`src/hw/lcr_pkg.sv`:
```
// Shared constants and types for the regulator control register bank
package lcr_pkg;
    localparam int             NUM_LDO        = 3;
    localparam int             LEVEL_W        = 6;
    // Register byte addresses
    localparam logic [7:0]     OFF_L10_LEVEL  = 8'h80;
    localparam logic [7:0]     OFF_L10_CTRL   = 8'h81;
    localparam logic [7:0]     OFF_L11_LEVEL  = 8'h90;
    localparam logic [7:0]     OFF_L11_CTRL   = 8'h91;
    localparam logic [7:0]     OFF_L12_LEVEL  = 8'ha0;
    localparam logic [7:0]     OFF_L12_CTRL   = 8'ha1;
    localparam logic [7:0]     OFF_KA_CTRL    = 8'hb1;
    localparam logic [7:0]     OFF_BTN_CTRL   = 8'hc0;
    localparam logic [7:0]     OFF_IRQ_SRC    = 8'hc1;
    localparam logic [7:0]     OFF_BTN_STAT   = 8'hc2;
    localparam logic [NUM_LDO-1:0][7:0] LEVEL_OFF = {OFF_L12_LEVEL, OFF_L11_LEVEL, OFF_L10_LEVEL};
    localparam logic [NUM_LDO-1:0][7:0] CTRL_OFF  = {OFF_L12_CTRL, OFF_L11_CTRL, OFF_L10_CTRL};
    // Field positions
    localparam int             BIT_EN         = 7;
    localparam int             BIT_DIS        = 2;
    localparam int             BIT_FLT        = 1;
    localparam int             BIT_PG         = 0;
    localparam int             BIT_PRESS      = 7;
    localparam int             BIT_RELEASE    = 6;
    localparam int             BIT_LIVE       = 5;
    // Reset values and bus constants
    localparam logic [7:0]     SRC_NONE       = 8'hff;
    localparam logic [7:0]     RST_BYTE       = 8'h00;
    localparam logic [3:0]     BITS_PER_BYTE  = 4'h8;
    localparam logic [6:0]     DEF_DEV_ADDR   = 7'h5a;

    typedef struct packed {
        logic               en;
        logic               dis;
        logic               fault_en;
        logic [LEVEL_W-1:0] level;
    } lcr_ldo_type;

    typedef logic [NUM_LDO-1:0][LEVEL_W-1:0] lcr_levels_type;

    typedef enum logic [2:0] {
        ST_IDLE     = 3'h0,
        ST_ADDR     = 3'h1,
        ST_ACK_ADDR = 3'h3,
        ST_WRITE    = 3'h2,
        ST_ACK_WR   = 3'h6,
        ST_READ     = 3'h7,
        ST_MACK     = 3'h5
    } lcr_state_type;
endpackage

```
`src/hw/lcr_bank.sv`:
```
// Serial-accessed control and status register bank for three regulators, the keep-alive enable and the push button
// How it works
// - six-bit output level code per regulator
// - control bit 7 switches regulator on/off
// - bit 2 discharges output while shut down
// - bit 1 lets regulator faults interrupt
// - bit 0 reads live power-good level
// - press enable raises interrupt on assertion
// - release enable raises interrupt on release
// - press interrupt sets readable status flag
// - source address byte, 0xff when idle, cleared by its read
module lcr_bank #(
    parameter logic [6:0] DEV_ADDR = lcr_pkg::DEF_DEV_ADDR  // Arbitrary bus address
) (
    input  wire logic                    CLOCK,         // System clock, 100 MHz
    input  wire logic                    RST_B,         // Async reset, active low
    input  wire logic                    SCL,           // Serial clock pin
    input  wire logic                    SDA_IN,        // Serial data pin level
    output wire logic                    SDA_OUT,       // Serial data drive value
    output wire logic                    SDA_OE,        // Serial data pull-low enable
    input  wire logic                    PUSH_BUTTON_B, // Push button, low when pressed
    input  wire logic [2:0]              POWER_GOOD,    // Regulator outputs in range
    input  wire logic [2:0]              FAULT,         // Regulator fault levels
    output wire logic [3:0]              REG_ENABLE,    // Regulator on, bit 3 keep-alive
    output wire logic [2:0]              DISCHARGE_ON,  // Output discharge switches
    output wire lcr_pkg::lcr_levels_type LEVEL_CODE,    // Target level codes
    output wire logic                    IRQ_B          // Interrupt pending, active low
);
    import lcr_pkg::*;

    logic [8:0]    sync1_ff;
    logic [8:0]    sync2_ff;
    logic [8:0]    prev_ff;
    logic          scl_rise;
    logic          scl_fall;
    logic          start_cond;
    logic          stop_cond;
    logic          sda_s;
    logic          pb_assert;
    logic [2:0]    pg_s;
    logic [2:0]    flt_rise;
    lcr_state_type st_ff;
    lcr_state_type nxt_st;
    logic [3:0]    cnt_ff;
    logic [3:0]    nxt_cnt;
    logic [7:0]    sh_ff;
    logic [7:0]    nxt_sh;
    logic [7:0]    tx_ff;
    logic [7:0]    nxt_tx;
    logic [7:0]    ptr_ff;
    logic [7:0]    nxt_ptr;
    logic          rw_ff;
    logic          nxt_rw;
    logic          need_ff;
    logic          nxt_need;
    logic          oe_ff;
    logic          nxt_oe;
    logic          wr_stb;
    logic          rd_load;
    lcr_ldo_type [NUM_LDO-1:0] ldo_ff;
    lcr_ldo_type [NUM_LDO-1:0] nxt_ldo;
    logic          ka_en_ff;
    logic          nxt_ka_en;
    logic          press_en_ff;
    logic          nxt_press_en;
    logic          rel_en_ff;
    logic          nxt_rel_en;
    logic          press_flag_ff;
    logic          nxt_press_flag;
    logic          rel_flag_ff;
    logic          nxt_rel_flag;
    logic [7:0]    src_ff;
    logic [7:0]    nxt_src;
    logic [2:0]    dis_on_ff;
    logic [2:0]    nxt_dis_on;
    logic          irq_b_ff;
    logic          press_evt;
    logic          rel_evt;

    function automatic logic [7:0] reg_read(input logic [7:0] a);
        logic [7:0] d;
        d = RST_BYTE;
        for (int i = 0; i < NUM_LDO; i++)
        begin
            if (a == LEVEL_OFF[i])
                d[LEVEL_W-1:0] = ldo_ff[i].level;
            if (a == CTRL_OFF[i])
            begin
                d[BIT_EN]  = ldo_ff[i].en;
                d[BIT_DIS] = ldo_ff[i].dis;
                d[BIT_FLT] = ldo_ff[i].fault_en;
                d[BIT_PG]  = pg_s[i];
            end
        end
        if (a == OFF_KA_CTRL)
            d[BIT_EN] = ka_en_ff;
        if (a == OFF_BTN_CTRL)
        begin
            d[BIT_PRESS]   = press_en_ff;
            d[BIT_RELEASE] = rel_en_ff;
        end
        if (a == OFF_IRQ_SRC)
            d = src_ff;
        if (a == OFF_BTN_STAT)
        begin
            d[BIT_PRESS]   = press_flag_ff;
            d[BIT_RELEASE] = rel_flag_ff;
            d[BIT_LIVE]    = pb_assert;
        end
        return d;
    endfunction

    // Pins cross in; edges compare the second stage with the third
    always_ff @(posedge CLOCK or negedge RST_B)
    begin
        if (!RST_B)
        begin
            sync1_ff <= 9'h1ff;
            sync2_ff <= 9'h1ff;
            prev_ff  <= 9'h1ff;
        end
        else
        begin
            sync1_ff <= {SCL, SDA_IN, PUSH_BUTTON_B, POWER_GOOD, FAULT};
            sync2_ff <= sync1_ff;
            prev_ff  <= sync2_ff;
        end
    end

    assign sda_s      = sync2_ff[7];
    assign scl_rise   = sync2_ff[8] & ~prev_ff[8];
    assign scl_fall   = ~sync2_ff[8] & prev_ff[8];
    assign start_cond = sync2_ff[8] & prev_ff[8] & ~sda_s & prev_ff[7];
    assign stop_cond  = sync2_ff[8] & prev_ff[8] & sda_s & ~prev_ff[7];
    assign pb_assert  = ~sync2_ff[6];
    assign pg_s       = sync2_ff[5:3];

    // Serial slave: address, pointer byte, then data with auto-increment
    always_comb
    begin
        nxt_st   = st_ff;
        nxt_cnt  = cnt_ff;
        nxt_sh   = sh_ff;
        nxt_tx   = tx_ff;
        nxt_ptr  = ptr_ff;
        nxt_rw   = rw_ff;
        nxt_need = need_ff;
        wr_stb   = 1'b0;
        rd_load  = 1'b0;
        if (scl_rise)
        begin
            nxt_sh  = {sh_ff[6:0], sda_s};
            nxt_cnt = cnt_ff + 4'h1;
        end
        unique case (st_ff)
            ST_IDLE:
                nxt_st = ST_IDLE;
            ST_ADDR:
                if (scl_fall && cnt_ff == BITS_PER_BYTE)
                begin
                    nxt_st   = (sh_ff[7:1] == DEV_ADDR) ? ST_ACK_ADDR : ST_IDLE;
                    nxt_rw   = sh_ff[0];
                    nxt_need = ~sh_ff[0];
                end
            ST_ACK_ADDR:
                if (scl_fall)
                begin
                    nxt_cnt = 4'h0;
                    nxt_st  = rw_ff ? ST_READ : ST_WRITE;
                    if (rw_ff)
                    begin
                        rd_load = 1'b1;
                        nxt_tx  = reg_read(ptr_ff);
                        nxt_ptr = ptr_ff + 8'h01;
                    end
                end
            ST_WRITE:
                if (scl_fall && cnt_ff == BITS_PER_BYTE)
                begin
                    nxt_st   = ST_ACK_WR;
                    nxt_need = 1'b0;
                    wr_stb   = ~need_ff;
                    nxt_ptr  = need_ff ? sh_ff : ptr_ff + 8'h01;
                end
            ST_ACK_WR:
                if (scl_fall)
                begin
                    nxt_cnt = 4'h0;
                    nxt_st  = ST_WRITE;
                end
            ST_READ:
                if (scl_fall)
                begin
                    nxt_tx = {tx_ff[6:0], 1'b0};
                    if (cnt_ff == BITS_PER_BYTE)
                        nxt_st = ST_MACK;
                end
            ST_MACK:
                if (scl_fall)
                begin
                    nxt_cnt = 4'h0;
                    if (sh_ff[0])
                        nxt_st = ST_IDLE;
                    else
                    begin
                        nxt_st  = ST_READ;
                        rd_load = 1'b1;
                        nxt_tx  = reg_read(ptr_ff);
                        nxt_ptr = ptr_ff + 8'h01;
                    end
                end
            default:
                nxt_st = ST_IDLE;
        endcase
        if (start_cond)
        begin
            nxt_st  = ST_ADDR;
            nxt_cnt = 4'h0;
        end
        else if (stop_cond)
            nxt_st = ST_IDLE;
        nxt_oe = (nxt_st == ST_ACK_ADDR) || (nxt_st == ST_ACK_WR) || (nxt_st == ST_READ && !nxt_tx[7]);
    end

    always_ff @(posedge CLOCK or negedge RST_B)
    begin
        if (!RST_B)
        begin
            st_ff   <= ST_IDLE;
            cnt_ff  <= 4'h0;
            sh_ff   <= RST_BYTE;
            tx_ff   <= RST_BYTE;
            ptr_ff  <= RST_BYTE;
            rw_ff   <= 1'b0;
            need_ff <= 1'b0;
            oe_ff   <= 1'b0;
        end
        else
        begin
            st_ff   <= nxt_st;
            cnt_ff  <= nxt_cnt;
            sh_ff   <= nxt_sh;
            tx_ff   <= nxt_tx;
            ptr_ff  <= nxt_ptr;
            rw_ff   <= nxt_rw;
            need_ff <= nxt_need;
            oe_ff   <= nxt_oe;
        end
    end

    // Fault edges, and button edges gated by their enables
    assign flt_rise  = sync2_ff[2:0] & ~prev_ff[2:0];
    assign press_evt = pb_assert & prev_ff[6] & press_en_ff;
    assign rel_evt   = ~pb_assert & ~prev_ff[6] & rel_en_ff;

    always_comb
    begin
        nxt_ldo      = ldo_ff;
        nxt_ka_en    = ka_en_ff;
        nxt_press_en = press_en_ff;
        nxt_rel_en   = rel_en_ff;
        nxt_src      = src_ff;
        for (int i = 0; i < NUM_LDO; i++)
        begin
            if (wr_stb && ptr_ff == LEVEL_OFF[i])
                nxt_ldo[i].level = sh_ff[LEVEL_W-1:0];
            if (wr_stb && ptr_ff == CTRL_OFF[i])
            begin
                nxt_ldo[i].en       = sh_ff[BIT_EN];
                nxt_ldo[i].dis      = sh_ff[BIT_DIS];
                nxt_ldo[i].fault_en = sh_ff[BIT_FLT];
            end
            nxt_dis_on[i] = nxt_ldo[i].dis & ~nxt_ldo[i].en;
        end
        if (wr_stb && ptr_ff == OFF_KA_CTRL)
            nxt_ka_en = sh_ff[BIT_EN];
        if (wr_stb && ptr_ff == OFF_BTN_CTRL)
        begin
            nxt_press_en = sh_ff[BIT_PRESS];
            nxt_rel_en   = sh_ff[BIT_RELEASE];
        end
        // press flag, set beats read clear
        nxt_press_flag = press_evt | (press_flag_ff & ~(rd_load && ptr_ff == OFF_BTN_STAT));
        nxt_rel_flag   = rel_evt | (rel_flag_ff & ~(rd_load && ptr_ff == OFF_BTN_STAT));
        if (rd_load && ptr_ff == OFF_IRQ_SRC)
            nxt_src = SRC_NONE;
        // First source holds until read; button outranks faults
        if (nxt_src == SRC_NONE)
        begin
            for (int i = NUM_LDO - 1; i >= 0; i--)
                if (flt_rise[i] && ldo_ff[i].fault_en)
                    nxt_src = CTRL_OFF[i];
            if (press_evt || rel_evt)
                nxt_src = OFF_BTN_CTRL;
        end
    end

    always_ff @(posedge CLOCK or negedge RST_B)
    begin
        if (!RST_B)
        begin
            ldo_ff        <= '0;
            ka_en_ff      <= 1'b0;
            press_en_ff   <= 1'b0;
            rel_en_ff     <= 1'b0;
            press_flag_ff <= 1'b0;
            rel_flag_ff   <= 1'b0;
            src_ff        <= SRC_NONE;
            dis_on_ff     <= 3'h0;
            irq_b_ff      <= 1'b1;
        end
        else
        begin
            ldo_ff        <= nxt_ldo;
            ka_en_ff      <= nxt_ka_en;
            press_en_ff   <= nxt_press_en;
            rel_en_ff     <= nxt_rel_en;
            press_flag_ff <= nxt_press_flag;
            rel_flag_ff   <= nxt_rel_flag;
            src_ff        <= nxt_src;
            dis_on_ff     <= nxt_dis_on;
            irq_b_ff      <= (nxt_src == SRC_NONE);
        end
    end

    assign SDA_OUT      = 1'b0;
    assign SDA_OE       = oe_ff;
    assign REG_ENABLE   = {ka_en_ff, ldo_ff[2].en, ldo_ff[1].en, ldo_ff[0].en};
    assign DISCHARGE_ON = dis_on_ff;
    assign IRQ_B        = irq_b_ff;
    for (genvar g = 0; g < NUM_LDO; g++)
    begin : g_lvl
        assign LEVEL_CODE[g] = ldo_ff[g].level;
    end
endmodule

```
`config.mk`:
```
export PLATFORM = sky130hd
export DESIGN_NAME = lcr_bank
export DESIGN_NICKNAME = d
export VERILOG_FILES = /design/src/hw/lcr_pkg.sv /design/src/hw/lcr_bank.sv
export SDC_FILE = /design/constraint.sdc
export NUM_CORES = 1
export LEC_CHECK = 0
export BUFFER_PORTS_ARGS = -buffer_cell sky130_fd_sc_hd__buf_2
export CORE_UTILIZATION = 45
export DETAILED_ROUTE_END_ITERATION = 8
export PLACE_DENSITY = 0.64
export RECOVER_POWER = 100
export SLEW_MARGIN = 20
export SYNTH_ARGS = -nofsm -noshare
export SYNTH_HDL_FRONTEND = slang
export SYNTH_SLANG_ARGS = --single-unit
export TNS_END_PERCENT = 10
```
`constraint.sdc`:
```
create_clock -name CLOCK -period 2.3 [get_ports CLOCK]
set_clock_uncertainty 0.15 [all_clocks]
set_input_delay 0.46 -clock CLOCK [delete_from_list [all_inputs] [get_ports CLOCK]]
set_output_delay 0.46 -clock CLOCK [all_outputs]
set_load 0.05 [all_outputs]
```
==> metrics <==
Mapped Cells=499; aggregate global routing overflow=0; initial antenna violation count=0; share of cells above drive strength 1=0.2675; actual slew at the worst max-slew pin=0.7503 ns; Achievable Freq=0.4406 GHz; asr flop ratio synth=1.000; I/O pin count=39; total power=3792 uW; Inserted Diodes=0; Synth warnings=0; Total Routed Length=11980 um; root buf cell=clkbuf_16; Die Ht=108.9 um; largest net degree at the start of global routing=52; Hold Path End=sync1_ff[1]$_DFF_PN1_; hpwl dp=8548 um; Worst slew margin=0.4998; Area growth, synth to finish=13.10%; worst r2r path cells=7; synthesized area=5139 sq um; CTS tree=yes; antenna viol nets, final=0; cell area power density=652.5 nW/um^2; element type at the critical path end=flip-flop; Clock Latency Late Sink=0.36 ns; hold_sp=FAULT[1]; number of synthesized flops with an enable pin=0; Slew Viols, Final=0; Netlist cell types=63; H-tree depth=3; area of the core=10980 sq um; R2R Setup Slk=0.03 ns; DRC=0; first-pass GRT wire length=19130 um; period utilization=0.9868; nets@finish=554; syn avg cell area=10.30 sq um; status=completed; total of max-cap violations=0; Clock Sinks=102; Worst R2R Start=ptr_ff[0]$_DFFE_PN0P_; hold crit path type=in -> reg; total CTS buffers=9; Crit Path Max Fanout=6; final core occ=0.5292; DR vias/cell=5.647; worst IR drop on VDD=0.0006951 V; via count=3851; Mapped Nets=516; Initial Util=0.4679; FP Rows=38; vias in the first global route=3710; count of input and output buffers=37; Final Hold Fails=0; DRT Pass-1 Iters=5; GPL Wtd Cong=0.9059; critical path launch point type=flip-flop; die width=108.9 um; 1st-iter DRT viols=311; CTS Buffer Depth=2; Worst Path Required=2.39 ns; crit path DAT=2.36 ns; reg2reg end=LEVEL_CODE[15]$_DFFE_PN0P_; main flop type after synthesis=dfrtp_1; sequential share of the synthesized area=0.5047; Setup-failing EPs final=0; GRT Overall Usage=0.2161; CTS clk-pin slew, worst paths=0.07 ns; post-route minimum period=2.270 ns; wire per inst=17.56 um; WS Path Type=reg -> reg; leakage=0.002604 uW; RSZ-0062 raised after global routing=true; Die ar.=11850 sq um; Yosys reg bits=102; WHS Path Cells=1
## registers in the layout, summed over array words and instances (netlist names), 3 cells and up
name / cells
cnt_ff: 4
src_ff: 8
sh_ff: 8
REG_ENABLE: 3
st_ff: 3
tx_ff: 8
ldo_ff: 6
ptr_ff: 8
LEVEL_CODE: 18
sync2_ff: 9
DISCHARGE_ON: 3
sync1_ff: 9
prev_ff: 6
## synthesized netlist by cell type, drive strengths merged, types with 5 or more instances
library cell  number  area share
and3               6      0.0073
or2                5      0.0061
nand3b            10       0.015
a21oi             27       0.026
o22ai              7      0.0085
buf               32       0.043
nand2b             8      0.0097
clkbuf            16       0.012
dfstp             33        0.17
dfrtp             69        0.34
nand3             13       0.013
nor3b              9       0.015
nand2             68       0.050
and2               6      0.0073
a21o               7       0.010
inv                7      0.0051
nor2              37       0.027
o21ai             24       0.023
mux2              31       0.070
a22o               5      0.0085
ha                 6       0.015
o21a               6      0.0088
## layer usage
layer | part of all wire | up-vias | GRT usage
met4 | 0.018 | 0 | 0.08784
met1 | 0.46 | 1914 | 0.2993
li1 | - | 1815 | -
met5 | 0 | - | 0
met2 | 0.47 | 106 | 0.3208
met3 | 0.050 | 16 | 0.05619
## layout by cell type (no fill, tap or decap), types with 5 or more instances in the layout
cell type / count
a21o_1: 7
a21oi_1: 26
a22o_1: 5
and2_1: 5
and3_1: 6
buf_2: 9
buf_4: 32
clkbuf_1: 29
clkbuf_16: 9
dfrtp_1: 69
dfstp_2: 30
ha_1: 6
inv_1: 6
mux2_2: 28
nand2_1: 66
nand2b_1: 8
nand3_1: 13
nand3b_1: 10
nor2_1: 36
nor3b_1: 7
o21a_1: 6
o21ai_0: 22
o22ai_1: 7
or2_2: 5
## how the worst max path moves through the flow
stage                          start                    endpoint  slack, ns  depth (start not counted)
2_1_floorplan   prev_ff[8]$_DFF_PN1_     REG_ENABLE[0]$_DFF_PN0_      0.002                          7
3_3_place_gp   ptr_ff[6]$_DFFE_PN0P_            SDA_OE$_DFF_PN0_       0.04                          6
3_5_place_dp   ptr_ff[1]$_DFFE_PN0P_             IRQ_B$_DFF_PN1_      -0.06                          7
4_1_cts        ptr_ff[0]$_DFFE_PN0P_        tx_ff[1]$_DFFE_PN0P_       0.01                          8
5_1_grt        ptr_ff[1]$_DFFE_PN0P_  LEVEL_CODE[16]$_DFFE_PN0P_      -0.06                          7
6_report       ptr_ff[0]$_DFFE_PN0P_  LEVEL_CODE[15]$_DFFE_PN0P_       0.03                          7
## area by class of cell
cell class	instances	area [sq um]
clock buffer	9	225.2
sequential	102	2594
fill	986	5171
inverter	7	26.28
clock inverter	7	80.08
multi-input combinational	342	2278
tap	140	175.2
timing repair buffer	75	432.9
## report_power, final
group / leakage (uW) / switching [uW] / internal, uW
Clock: 0.000149 / 709 / 861
Sequential: 0.00130 / 91.3 / 1890
Combinational: 0.00116 / 150 / 89.1
Total: 0.00260 / 951 / 2840
## per-stage QoR
step,TNS (ns),hold slack [ns],area [sq um],setup slack [ns],std cells
floorplan,0,0.01441,5141,0.002094,499
global placement,0,0.1956,5482,0.03771,661
detailed placement,-0.07633,0.1968,5482,-0.06445,661
CTS,0,0.03411,5802,0.01217,678
global route,-1.657,0.02745,5812,-0.06206,682
finish,0,0.04749,5812,0.03044,682
## critical path: stages (launching register included)
cell	delay (ns)
dfrtp_1	0.41
inv_2	0.08
ha_1	0.16
or3b_4	0.42
buf_4	0.15
nor2_1	0.26
nand2_2	0.20
mux2_2	0.31
## what timing repair did
action / CTS / global route
hold buffers: 1 / 0
endpoints found under the hold margin: 21 / 0
setup endpoints to repair: 2 / 26
resized for setup: 2 / 13
pin swaps: 1 / 6
buffers inserted: 0 / 4
## cells by family (layout without fill, tap and decap cells)
| group | count (synthesis) | count (layout) | synth area share |
|---|---|---|---|
| and+or+nand+nor | 187 | 187 | 0.1941 |
| AOI/OAI and AO/OA | 108 | 108 | 0.1393 |
| DFF | 102 | 102 | 0.5047 |
| buffers and inverters | 55 | 98 | 0.06014 |
| muxes | 35 | 35 | 0.07791 |
| adders and majority gates | 6 | 6 | 0.01461 |
| xor gates and xnor gates | 5 | 5 | 0.008522 |
| other | 1 | 1 | 0.0007298 |
Note: power is estimated with default switching activity, not from simulation.
